===== config.mk =====
export PLATFORM = sky130hd
export DESIGN_NAME = udt_test_ctrl
export DESIGN_NICKNAME = d
export VERILOG_FILES = /design/src/hdl/udt_pkg.sv /design/src/hdl/udt_nak_resp.sv /design/src/hdl/udt_speed_fsm.sv /design/src/hdl/udt_test_ctrl.sv
export SDC_FILE = /design/constraint.sdc
export NUM_CORES = 1
export LEC_CHECK = 0
export BUFFER_PORTS_ARGS = -buffer_cell sky130_fd_sc_hd__buf_2
export CELL_PAD_IN_SITES_DETAIL_PLACEMENT = 1
export CELL_PAD_IN_SITES_GLOBAL_PLACEMENT = 1
export CORE_UTILIZATION = 39
export CTS_CLUSTER_SIZE = 16
export DETAILED_ROUTE_END_ITERATION = 10
export PLACE_DENSITY_LB_ADDON = 0.1
export RECOVER_POWER = 50
export SLEW_MARGIN = 30
export SYNTH_ARGS = -nofsm -noshare
export SYNTH_HDL_FRONTEND = slang
export SYNTH_SLANG_ARGS = --single-unit

===== constraint.sdc =====
create_clock -name i_ref_clk -period 3.15 [get_ports i_ref_clk]
set_input_delay 0.4725 -clock i_ref_clk [delete_from_list [all_inputs] [get_ports i_ref_clk]]
set_output_delay 0.4725 -clock i_ref_clk [all_outputs]
set_load 0.01 [all_outputs]

===== src/hdl/udt_pkg.sv =====
// package: register map, fields and types of the usb test control block
package udt_pkg;

  // register indices (word offsets, byte address = index * 4)
  localparam logic [3:0] REG_TEST_COUNTER_B    = 4'h0;
  localparam logic [3:0] REG_CORE_TEST_MODE    = 4'h1;
  localparam logic [3:0] REG_LINE_TEST_CONTROL = 4'h2;
  localparam logic [3:0] REG_BUS_APERTURE_SIZE = 4'h3;
  localparam logic [3:0] REG_IDENT_STRING_ONE  = 4'h4;
  localparam logic [3:0] REG_IDENT_STRING_TWO  = 4'h5;

  // field positions
  localparam int CNTB_LIMIT_LSB  = 0;
  localparam int CNTB_LIMIT_W    = 15;
  localparam int CNTB_LOAD_POS   = 15;
  localparam int TSEL_LSB        = 1;
  localparam int TSEL_W          = 4;
  localparam int SPEED_CFG_LSB   = 0;
  localparam int DRIVE_J_POS     = 2;
  localparam int DRIVE_K_POS     = 3;
  localparam int REPEAT_PKT_POS  = 4;
  localparam int RAW_OPMODE_POS  = 5;

  // reset values
  localparam logic [31:0] RST_TEST_COUNTER_B    = 32'h0000_0000;
  localparam logic [31:0] RST_CORE_TEST_MODE    = 32'h0000_0000;
  localparam logic [31:0] RST_LINE_TEST_CONTROL = 32'h0000_0000;

  // identification words, values arbitrary
  localparam logic [31:0] IDENT_WORD_ONE_DEF = 32'h5445_5354;
  localparam logic [31:0] IDENT_WORD_TWO_DEF = 32'h424c_4b31;

  // speed select codes
  localparam logic [1:0] SPD_NORMAL     = 2'h0;
  localparam logic [1:0] SPD_RESERVED   = 2'h1;
  localparam logic [1:0] SPD_FORCE_HS   = 2'h2;
  localparam logic [1:0] SPD_FORCE_FS   = 2'h3;

  // transceiver operating modes
  localparam logic [1:0] OPMODE_NORMAL  = 2'h0;
  localparam logic [1:0] OPMODE_NODRIVE = 2'h1;
  localparam logic [1:0] OPMODE_RAW     = 2'h2;

  // line states driven in test
  localparam logic [1:0] LINE_IDLE = 2'h0;
  localparam logic [1:0] LINE_J    = 2'h1;
  localparam logic [1:0] LINE_K    = 2'h2;

  typedef struct packed {
    logic       wr;
    logic       rd;
    logic [3:0] idx;
    logic [31:0] wdata;
  } udt_bus_req_type;

  typedef struct packed {
    logic [1:0] speed_cfg;
    logic       drive_j_state;
    logic       drive_k_state;
    logic       repeat_test_packet;
    logic       raw_opmode_force;
  } udt_line_ctl_type;

  typedef struct packed {
    logic       in_token;
    logic       crc_ok;
    logic       chirp_seen;
    logic       bus_reset;
  } udt_line_evt_type;

endpackage : udt_pkg


===== src/hdl/udt_nak_resp.sv =====
// nak answer to in tokens while the bulk endpoint is empty
`timescale 1ns/1ns
module udt_nak_resp (
  input  wire logic i_ref_clk,
  input  wire logic i_resetn,
  input  wire logic i_enable,
  input  wire logic i_in_token,
  input  wire logic i_crc_ok,
  output logic      o_nak
);

  logic nak_q;

  always_ff @(posedge i_ref_clk or negedge i_resetn) begin
    if (!i_resetn) begin
      nak_q <= 1'b0;
    end else begin
      nak_q <= i_enable && i_in_token && i_crc_ok;
    end
  end

  assign o_nak = nak_q;

endmodule : udt_nak_resp


===== src/hdl/udt_speed_fsm.sv =====
// speed negotiation state machine
`timescale 1ns/1ns
module udt_speed_fsm (
  input  wire logic       i_ref_clk,
  input  wire logic       i_resetn,
  input  wire logic [1:0] i_speed_cfg,
  input  wire logic       i_bus_reset,
  input  wire logic       i_chirp_seen,
  output logic            o_high_speed,
  output logic            o_chirp_active
);

  typedef enum logic [3:0] {
    ST_FULL  = 4'b0001,
    ST_IDENT = 4'b0010,
    ST_HIGH  = 4'b0100,
    ST_FHIGH = 4'b1000
  } udt_speed_state_type;

  udt_speed_state_type state_q;
  udt_speed_state_type state_d;

  always_comb begin
    state_d = state_q;
    unique case (state_q)
      ST_FULL: begin
        if (i_speed_cfg == udt_pkg::SPD_FORCE_HS) begin
          state_d = ST_FHIGH;
        end else if (i_speed_cfg == udt_pkg::SPD_NORMAL && i_bus_reset) begin
          state_d = ST_IDENT;
        end
      end
      ST_IDENT: begin
        if (i_speed_cfg == udt_pkg::SPD_FORCE_HS) begin
          state_d = ST_FHIGH;
        end else if (i_speed_cfg != udt_pkg::SPD_NORMAL) begin
          state_d = ST_FULL;
        end else if (i_chirp_seen) begin
          state_d = ST_HIGH;
        end else if (!i_bus_reset) begin
          state_d = ST_FULL;
        end
      end
      ST_HIGH: begin
        if (i_speed_cfg == udt_pkg::SPD_FORCE_FS) begin
          state_d = ST_FULL;
        end else if (i_speed_cfg == udt_pkg::SPD_FORCE_HS) begin
          state_d = ST_FHIGH;
        end else if (i_bus_reset) begin
          state_d = ST_IDENT;
        end
      end
      ST_FHIGH: begin
        if (i_speed_cfg != udt_pkg::SPD_FORCE_HS) begin
          state_d = ST_FULL;
        end
      end
      default: state_d = ST_FULL;
    endcase
  end

  always_ff @(posedge i_ref_clk or negedge i_resetn) begin
    if (!i_resetn) begin
      state_q <= ST_FULL;
    end else begin
      state_q <= state_d;
    end
  end

  assign o_high_speed   = (state_q == ST_HIGH) || (state_q == ST_FHIGH);
  assign o_chirp_active = (state_q == ST_IDENT);

endmodule : udt_speed_fsm


===== src/hdl/udt_test_ctrl.sv =====
// test and identification registers of the usb device controller
`timescale 1ns/1ns
module udt_test_ctrl #(
  parameter int          ADDR_WIDTH     = 14,
  parameter logic [31:0] IDENT_WORD_ONE = udt_pkg::IDENT_WORD_ONE_DEF,
  parameter logic [31:0] IDENT_WORD_TWO = udt_pkg::IDENT_WORD_TWO_DEF
) (
  input  wire logic                      i_ref_clk,
  input  wire logic                      i_resetn,
  input  wire udt_pkg::udt_bus_req_type  i_bus_req,
  output logic [31:0]                    o_rdata,
  input  wire udt_pkg::udt_line_evt_type i_line_evt,
  input  wire logic                      i_ep_empty,
  input  wire logic                      i_tx_done,
  output logic [1:0]                     o_line_state,
  output logic [1:0]                     o_opmode,
  output logic                           o_test_tx_start,
  output logic                           o_hs_rx_mode,
  output logic                           o_nak,
  output logic                           o_high_speed,
  output logic                           o_chirp_active,
  output logic [udt_pkg::TSEL_W-1:0]     o_core_test_select,
  output logic [udt_pkg::CNTB_LIMIT_W-1:0] o_counter_b_limit,
  output logic                           o_counter_b_load
);

  logic [31:0] cntb_q;
  logic [31:0] tmode_q;
  logic [31:0] tst_q;
  logic [31:0] rdata_q;
  logic [31:0] rdata_d;
  logic [1:0]  line_q;
  logic [1:0]  opmode_q;
  logic        tx_busy_q;
  logic        tx_start_q;
  logic [1:0]  speed_cfg;
  logic        se0_nak_test;
  logic        hs;
  logic        wr_cntb;
  logic        wr_tmode;
  logic        wr_tst;
  logic [31:0] aperture;

  udt_pkg::udt_line_ctl_type ctl;

  function automatic logic hit(input udt_pkg::udt_bus_req_type r,
                               input logic [3:0] idx);
    hit = r.wr && (r.idx == idx);
  endfunction : hit

  assign wr_cntb  = hit(i_bus_req, udt_pkg::REG_TEST_COUNTER_B);
  assign wr_tmode = hit(i_bus_req, udt_pkg::REG_CORE_TEST_MODE);
  assign wr_tst   = hit(i_bus_req, udt_pkg::REG_LINE_TEST_CONTROL);

  assign ctl.speed_cfg =
    tst_q[udt_pkg::SPEED_CFG_LSB +: 2];
  assign ctl.drive_j_state      = tst_q[udt_pkg::DRIVE_J_POS];
  assign ctl.drive_k_state      = tst_q[udt_pkg::DRIVE_K_POS];
  assign ctl.repeat_test_packet = tst_q[udt_pkg::REPEAT_PKT_POS];
  assign ctl.raw_opmode_force   = tst_q[udt_pkg::RAW_OPMODE_POS];

  // reserved code behaves as normal negotiation
  assign speed_cfg = (ctl.speed_cfg == udt_pkg::SPD_RESERVED) ?
                     udt_pkg::SPD_NORMAL : ctl.speed_cfg;

  assign aperture = 32'h0000_0001 << ADDR_WIDTH;

  always_ff @(posedge i_ref_clk or negedge i_resetn) begin
    if (!i_resetn) begin
      cntb_q  <= udt_pkg::RST_TEST_COUNTER_B;
      tmode_q <= udt_pkg::RST_CORE_TEST_MODE;
      tst_q   <= udt_pkg::RST_LINE_TEST_CONTROL;
    end else begin
      if (wr_cntb) begin
        cntb_q <= {16'h0000, i_bus_req.wdata[15:0]};
      end
      if (wr_tmode) begin
        tmode_q <= {27'h000_0000,
                    i_bus_req.wdata[udt_pkg::TSEL_LSB +: udt_pkg::TSEL_W],
                    1'b0};
      end
      if (wr_tst) begin
        tst_q <= {26'h000_0000, i_bus_req.wdata[5:0]};
      end
    end
  end

  always_comb begin
    rdata_d = rdata_q;
    if (i_bus_req.rd) begin
      unique case (i_bus_req.idx)
        udt_pkg::REG_TEST_COUNTER_B:    rdata_d = cntb_q;
        udt_pkg::REG_CORE_TEST_MODE:    rdata_d = tmode_q;
        udt_pkg::REG_LINE_TEST_CONTROL: rdata_d = tst_q;
        udt_pkg::REG_BUS_APERTURE_SIZE: rdata_d = aperture;
        udt_pkg::REG_IDENT_STRING_ONE:  rdata_d = IDENT_WORD_ONE;
        udt_pkg::REG_IDENT_STRING_TWO:  rdata_d = IDENT_WORD_TWO;
        default:                        rdata_d = 32'h0000_0000;
      endcase
    end
  end

  always_ff @(posedge i_ref_clk or negedge i_resetn) begin
    if (!i_resetn) begin
      rdata_q <= 32'h0000_0000;
    end else begin
      rdata_q <= rdata_d;
    end
  end

  udt_speed_fsm u_speed (
    .i_ref_clk      (i_ref_clk),
    .i_resetn       (i_resetn),
    .i_speed_cfg    (speed_cfg),
    .i_bus_reset    (i_line_evt.bus_reset),
    .i_chirp_seen   (i_line_evt.chirp_seen),
    .o_high_speed   (hs),
    .o_chirp_active (o_chirp_active)
  );

  // se0 nak test: forced hs, no j, k or repeat packet bits, endpoint left empty
  assign se0_nak_test = (speed_cfg == udt_pkg::SPD_FORCE_HS) && hs &&
                        !ctl.drive_j_state && !ctl.drive_k_state &&
                        !ctl.repeat_test_packet && i_ep_empty;

  udt_nak_resp u_nak (
    .i_ref_clk  (i_ref_clk),
    .i_resetn   (i_resetn),
    .i_enable   (se0_nak_test),
    .i_in_token (i_line_evt.in_token),
    .i_crc_ok   (i_line_evt.crc_ok),
    .o_nak      (o_nak)
  );

  always_ff @(posedge i_ref_clk or negedge i_resetn) begin
    if (!i_resetn) begin
      line_q     <= udt_pkg::LINE_IDLE;
      opmode_q   <= udt_pkg::OPMODE_NORMAL;
      tx_busy_q  <= 1'b0;
      tx_start_q <= 1'b0;
    end else begin
      if (ctl.drive_j_state) begin
        line_q <= udt_pkg::LINE_J;
      end else if (ctl.drive_k_state) begin
        line_q <= udt_pkg::LINE_K;
      end else begin
        line_q <= udt_pkg::LINE_IDLE;
      end
      opmode_q <= ctl.raw_opmode_force ?
                  udt_pkg::OPMODE_RAW : udt_pkg::OPMODE_NORMAL;
      // restart the stored packet after each completed send
      tx_start_q <= ctl.repeat_test_packet && !tx_busy_q &&
                    !tx_start_q;
      if (tx_start_q) begin
        tx_busy_q <= 1'b1;
      end else if (i_tx_done || !ctl.repeat_test_packet) begin
        tx_busy_q <= 1'b0;
      end
    end
  end

  assign o_rdata            = rdata_q;
  assign o_line_state       = line_q;
  assign o_opmode           = opmode_q;
  assign o_test_tx_start    = tx_start_q;
  assign o_hs_rx_mode       = se0_nak_test;
  assign o_high_speed       = hs;
  assign o_core_test_select = tmode_q[udt_pkg::TSEL_LSB +: udt_pkg::TSEL_W];
  assign o_counter_b_limit  =
    cntb_q[udt_pkg::CNTB_LIMIT_LSB +: udt_pkg::CNTB_LIMIT_W];
  assign o_counter_b_load   = cntb_q[udt_pkg::CNTB_LOAD_POS];

endmodule : udt_test_ctrl


Yosys cells after proc, flatten, opt, wreduce, memory -nomap -nowiden
Index checks and enable logic that the tools add are counted.
{"block": "totals", "n_memories": 0, "wordCells": 70, "ram_bits": 0, "latchBits": 0, "ff_bits": 69, "out_inout_bits": 61, "input_bits": 46, "romBits": 0}
{"block": "classes", "addsub": 0, "muxes": 18, "n_div": 0, "bitwise": 0, "n_eq_ne": 17, "reduce_logical": 25, "magnitude_cmp": 0, "shift": 0, "mul": 0}
{"operator": "31-bit one-hot mux with 6 select lines", "count": 1}
{"operator": "4-bit two-way mux", "count": 10}
{"operator": "4-bit one-hot mux with 4 select lines", "count": 1}
{"operator": "1-bit logical AND", "count": 13}
{"operator": "4-bit by 2-bit == test with 1-bit output (second input constant)", "count": 3}
{"operator": "4-bit by 3-bit == test with 1-bit output (second input constant)", "count": 3}
{"operator": "4-bit by 1-bit == test with 1-bit output (second input constant)", "count": 2}
{"operator": "2-bit two-way mux", "count": 4}
{"operator": "1-bit logical NOT", "count": 5}
{"operator": "5-bit by 3-bit inequality test with 1-bit output (second input constant)", "count": 1}
{"operator": "2-bit == test (second input constant)", "count": 2}
{"operator": "4-bit == test (second input constant)", "count": 1}
{"operator": "4-bit logical NOT", "count": 1}
{"operator": "4-bit by 3-bit inequality test with 1-bit output (second input constant)", "count": 1}
{"operator": "4-bit AND reduction", "count": 1}
{"operator": "2-bit nonzero test", "count": 2}
{"operator": "3-bit by 2-bit inequality test with 1-bit output (second input constant)", "count": 1}
{"operator": "2-bit by 1-bit == test with 1-bit output (second input constant)", "count": 1}
{"operator": "2-bit logical NOT", "count": 1}
{"operator": "1-bit logical OR", "count": 2}
{"operator": "1-bit two-way mux", "count": 2}
{"operator": "2-bit by 1-bit inequality test with 1-bit output (second input constant)", "count": 1}
{"operator": "2-bit inequality test (second input constant)", "count": 1}

Logic depth before layout (Yosys ltp)
{"block": "logic_depth", "word_depth": 10, "mapped_depth": 5, "ltp_nobuf": 4}

By module
A second synthesis with hierarchy kept.
{"block": "hier_totals", "cells_unflattened": 233, "area_unflattened_um2": 2626.3}
{"mod": "udt_test_ctrl", "area_each_um2": 2250.9, "seq_area_each_um2": 1251.2, "cells_each": 191, "n_inst": 1}
{"mod": "udt_speed_fsm", "area_each_um2": 344.1, "seq_area_each_um2": 101.3, "cells_each": 40, "n_inst": 1}
{"mod": "udt_nak_resp", "area_each_um2": 31.3, "seq_area_each_um2": 25.0, "cells_each": 2, "n_inst": 1}

Worst setup path before layout
Ideal clock, no wire load.
{"block": "synth_timing", "path_kind": "register to output", "startpoint": "register u_speed.state_q[2]", "endpoint": "output o_hs_rx_mode", "path_slack_ns": 1.178, "required_time_ns": 2.677, "arrival_time_ns": 1.500, "path_buffers": 1, "path_stages_with_launch": 6, "path_cell_list": "dfrtp_1 > buf_2 > xor2_1 > nor3b_1 > nand4b_1 > nor3_1"}
{"block": "synth_between", "elab_chain_cells": 7, "word_cells_on_any_way": 8, "cone_classes": "eq/ne (2); reduce/logical (6)"}
{"element": "start: declaration", "line_no": "udt_speed_fsm.sv:20", "source": "udt_speed_state_type state_q;"}
{"element": "start signal: assignment", "line_no": "udt_speed_fsm.sv:66", "source": "state_q <= state_d;"}
{"element": "4-bit by 3-bit == test with 1-bit output or 4-bit == test (tied branches)", "line_no": "udt_speed_fsm.sv:70", "source": "assign o_high_speed = (state_q == ST_HIGH) || (state_q == ST_FHIGH);"}
{"element": "1-bit logical OR (*)", "line_no": "udt_speed_fsm.sv:70"}
{"element": "via o_high_speed", "line_no": "udt_test_ctrl.sv:20", "source": "output logic o_high_speed,"}
{"element": "1-bit logical AND (*) (2 in a row)", "line_no": "udt_test_ctrl.sv:122", "source": "assign se0_nak_test = (speed_cfg == udt_pkg::SPD_FORCE_HS) && hs &&"}
{"element": "1-bit logical AND (*) (2 in a row)", "line_no": "udt_test_ctrl.sv:123", "source": "!ctl.drive_j_state && !ctl.drive_k_state &&"}
{"element": "1-bit logical AND (*)", "line_no": "udt_test_ctrl.sv:124", "source": "!ctl.repeat_test_packet && i_ep_empty;"}
{"element": "end: declaration", "line_no": "udt_test_ctrl.sv:18", "source": "output logic o_hs_rx_mode,"}
Mark *: on every way through the listed nets, which the timed path passes. The rest lies on a longest branch.

Final worst setup path
{"block": "layout_timing", "startpoint": "register u_speed.state_q[2]", "endpoint": "output o_hs_rx_mode"}
{"block": "layout_between", "elab_chain_cells": 7, "word_cells_on_any_way": 8, "cone_classes": "eq/ne (2); reduce/logical (6)"}
{"element": "4-bit by 3-bit == test with 1-bit output or 4-bit == test (tied branches)", "line_no": "udt_speed_fsm.sv:70"}
{"element": "1-bit logical OR (*)", "line_no": "udt_speed_fsm.sv:70"}
{"element": "1-bit logical AND (*) (2 in a row)", "line_no": "udt_test_ctrl.sv:122"}
{"element": "1-bit logical AND (*) (2 in a row)", "line_no": "udt_test_ctrl.sv:123"}
{"element": "1-bit logical AND (*)", "line_no": "udt_test_ctrl.sv:124"}
Mark *: on every way between the ends. The rest lies on a longest branch, timed or not.

==> results.cfg <==
[clock_network]
cts_made_buffers = 5
cts_tree = yes
htree_levels = 2
cts.clk_slew.worst_paths_ps = 100
clock_tree.buffer_depth = 2
clock_insertion_delay_worst_skew_ps = 310
number_of_hold_repair_buffers_added_at_the_cts_stage = 0
cts.root.buffer_cell = sky130_fd_sc_hd__clkbuf_8
clock_sinks = 55
cts.repair_timing.setup_buffer_count = 0
postCtsResizedCells = 0

[placed_design]
routabilityCongestion = 0.723
placedInstanceArea_sq_um = 3000
port_buffers = 81
place.detailed.hpwl_mm = 4.43

[routing]
drc = 14
route.detailed.wl_per_inst_um = 15.7
drt-vias-per-instance = 5.10
total_via_count_after_detailed_routing = 1939
routed_wl_mm = 5.98
postRouteAntennaNets = 0
detailedRoute.firstIterationViolations = 87
number_of_detailed_routing_iterations_run_before_antenna_repair = 6

[sta]
finalSetupViolations = 0
skew_ps = 4.68
finalCriticalPeriod_ps = 2330
slew_viol_final = 43
setup_tns_ps = 0
hold_slack_ps = 336
slew-limit-headroom_pct = -49.5
final-hold-violation-count = 0
fin_crit_sh_pct = 73.8
grt_setup_unrepaired = false
fmax_ghz = 0.430
tightestPinTransition_ps = 2240

[run]
drv_cap = 1

[worst_setup_path]
worst-path-max-fanout = 9
worst_r2r_path_depth = 4
worstPathRequired_ps = 2680
reg2reg_to = u_speed.state_q[1]
startpoint_type = flop
r2r_start = u_speed.state_q[2]
worstPathArrival_ps = 1850
cpMaxStageDelayCell = sky130_fd_sc_hd__dfrtp_1
regToRegSetupSlack_ps = 1480
cpLargestDelayFamily = simple AND/OR/NAND/NOR gates
crit_path_max_incr_delay_ps = 540
critPathCaptureType = primary output
total_buffers_and_inverters_traversed_by_the_critical_path = 1
crit_path_cell_trace = xor2_1, nor3b_1, nand4b_1, nor3_1, buf_2
criticalPathCategory = reg2out

[grt]
grt_max_degree = 43
global_route.usage.total_pct = 18.4
grt_first_pass_wirelength_mm = 10.1
number_of_global_route_vias_before_repair = 1954
met3_demand_to_capacity_share_in_global_routing_pct = 4.15
grt-ovfl-total = 0
grt-busiest-layer = met2
grt_antenna_before_repair = 0
grt.met2_usage_pct = 28.8
met1_routing_resource_usage_after_global_routing_pct = 25.7

[worst_hold_path]
hold_start = i_tx_done
timing.hold.worst_path_depth = 2
min_delay_worst_endpoint = tx_busy_q
worst_hold_path_type = in2reg

[cells_and_area]
nets = 348
fill_cells = 742
layout-drive-gt1-share_pct = 37.0
area.sequential_sq_um = 1380
antennaDiodeCount = 0
finish.utilization_pct = 47.7
areaGrowthSynthToFinish_pct = 17.5
multi_input_combinational_cell_area_sq_um = 1040
fin_area_sq_um = 3070

[pwr]
power_per_cell_area_nw_per_um2 = 605
vdd.ir_drop.worst_mv = 0.249
finalPower_mw = 1.86
leakage_nw = 1.53

[status]
run_status = complete, but fails checks
violated_checks = design-rule violations, max-capacitance violations, max-slew violations

[synthesis]
dominantRegCellSynth = sky130_fd_sc_hd__dfrtp_1
synth_warnings = 0
synth_cells = 229
synth_edf_count = 0
yosysUniqueCellTypes = 44
ys_async_sr_fraction_pct = 100
syn_avg_cell_area_sq_um = 11.4
yosysSeqAreaShare_pct = 52.8
synth.ff_latch_count = 55
synthesis.area_sq_um = 2610

[die]
die_x_um = 83.8
io_pins = 107
row_count = 29
floorplan.initialDensity_pct = 40.6
die_h_um = 83.8
core_area_sq_um = 6420
die_area_sq_um = 7020
## layout by cell type (no fill, tap or decap), types with 2 or more instances in the layout
cell                        count
sky130_fd_sc_hd__clkbuf_8       5
sky130_fd_sc_hd__mux2i_1        4
sky130_fd_sc_hd__o22a_1         3
sky130_fd_sc_hd__nand2_1        5
sky130_fd_sc_hd__a2bb2oi_1      3
sky130_fd_sc_hd__nand2b_1       2
sky130_fd_sc_hd__dfrtp_1       54
sky130_fd_sc_hd__buf_2         70
sky130_fd_sc_hd__inv_1         18
sky130_fd_sc_hd__conb_1         9
sky130_fd_sc_hd__clkbuf_1      12
sky130_fd_sc_hd__o211ai_1       2
sky130_fd_sc_hd__nor3_1         6
sky130_fd_sc_hd__o21ai_0       12
sky130_fd_sc_hd__nor2b_1        7
sky130_fd_sc_hd__mux2_2        17
sky130_fd_sc_hd__nor3b_1        3
sky130_fd_sc_hd__nand3_1        6
sky130_fd_sc_hd__o22ai_1        8
sky130_fd_sc_hd__a21oi_1       13
sky130_fd_sc_hd__xor2_1         2
sky130_fd_sc_hd__a22o_1         2
sky130_fd_sc_hd__nor2_1         9
sky130_fd_sc_hd__mux2_4        10
## worst max path at each step
stage / startpoint / endpoint / cells after the start
2_1_floorplan: u_speed.state_q[2] / o_hs_rx_mode / 5
3_3_place_gp: i_bus_req[32] / cntb_q[14] / 4
3_5_place_dp: i_bus_req[32] / cntb_q[8] / 4
4_1_cts: u_speed.state_q[2] / o_hs_rx_mode / 5
5_1_grt: i_resetn / tst_q[2] / 1
6_report: u_speed.state_q[2] / o_hs_rx_mode / 5
## synthesized netlist by cell type (all sizes together) (3+ instances only)
| master | number | share of area [%] |
|---|---|---|
| mux2i | 4 | 1.5 |
| o22a | 3 | 1.0 |
| buf | 17 | 4.8 |
| mux2 | 27 | 13 |
| nor3 | 7 | 1.5 |
| a2bb2oi | 3 | 1.0 |
| dfrtp | 54 | 52 |
| nand3 | 6 | 1.2 |
| inv | 18 | 2.6 |
| a21oi | 13 | 2.5 |
| o21ai | 12 | 2.3 |
| nand2 | 6 | 1.2 |
| nor2b | 7 | 1.7 |
| clkbuf | 7 | 1.1 |
| nor2 | 9 | 1.3 |
| o22ai | 8 | 1.9 |
| nor3b | 3 | 0.86 |
## final cells by class
cell class,count,area share (%)
multi-input cells,140,33.9
repair buffers,82,13.0
clock inverters,2,0.408
inverters,18,2.20
flip-flops and latches,55,44.9
clock buffers,6,2.37
well taps,77,3.14
## report_power, final
part | internal (mW) | switching [mW]
Combinational | 0.262 | 0.241
Clock | 0.156 | 0.226
Sequential | 0.838 | 0.133
Total | 1.26 | 0.600
## metal layers
layer	share of wire [%]	vias to the layer above
met3	5.4	6
met1	46	953
met4	1.2	0
met2	47	53
met5	0	-
li1	-	927
## registers in the layout (all words and copies together) (netlist names)
name,flops
o_rdata,19
cntb_q,16
tst_q,6
tmode_q,4
u_speed.state_q,4
o_line_state,2
o_opmode,1
o_test_tx_start,1
tx_busy_q,1
u_nak.o_nak,1
## stage by stage
stage / std cells / worst slack (ps)
after floorplan: 237 / 1180
after CTS: 380 / 820
after global placement: 372 / 1040
final: 380 / 825
after detailed placement: 372 / 1010
after global routing: 380 / 568
## worst register-to-register path: cells and delay by family (launching register included)
kind | cells | cell delay (ps)
AOI/OAI and AO/OA | 2 | 350
DFF | 1 | 500
and+or+nand+nor | 2 | 770
## kinds of logic after synthesis
logic type	count (synthesis)	synth area share (%)
xor+xnor	3	1.01
compound gates	47	11.2
mux	31	14.6
other cells	1	0.144
buf+inv	42	8.48
simple gates	50	11.7
flops	55	52.8
Note: power is estimated with default switching activity, not from simulation.
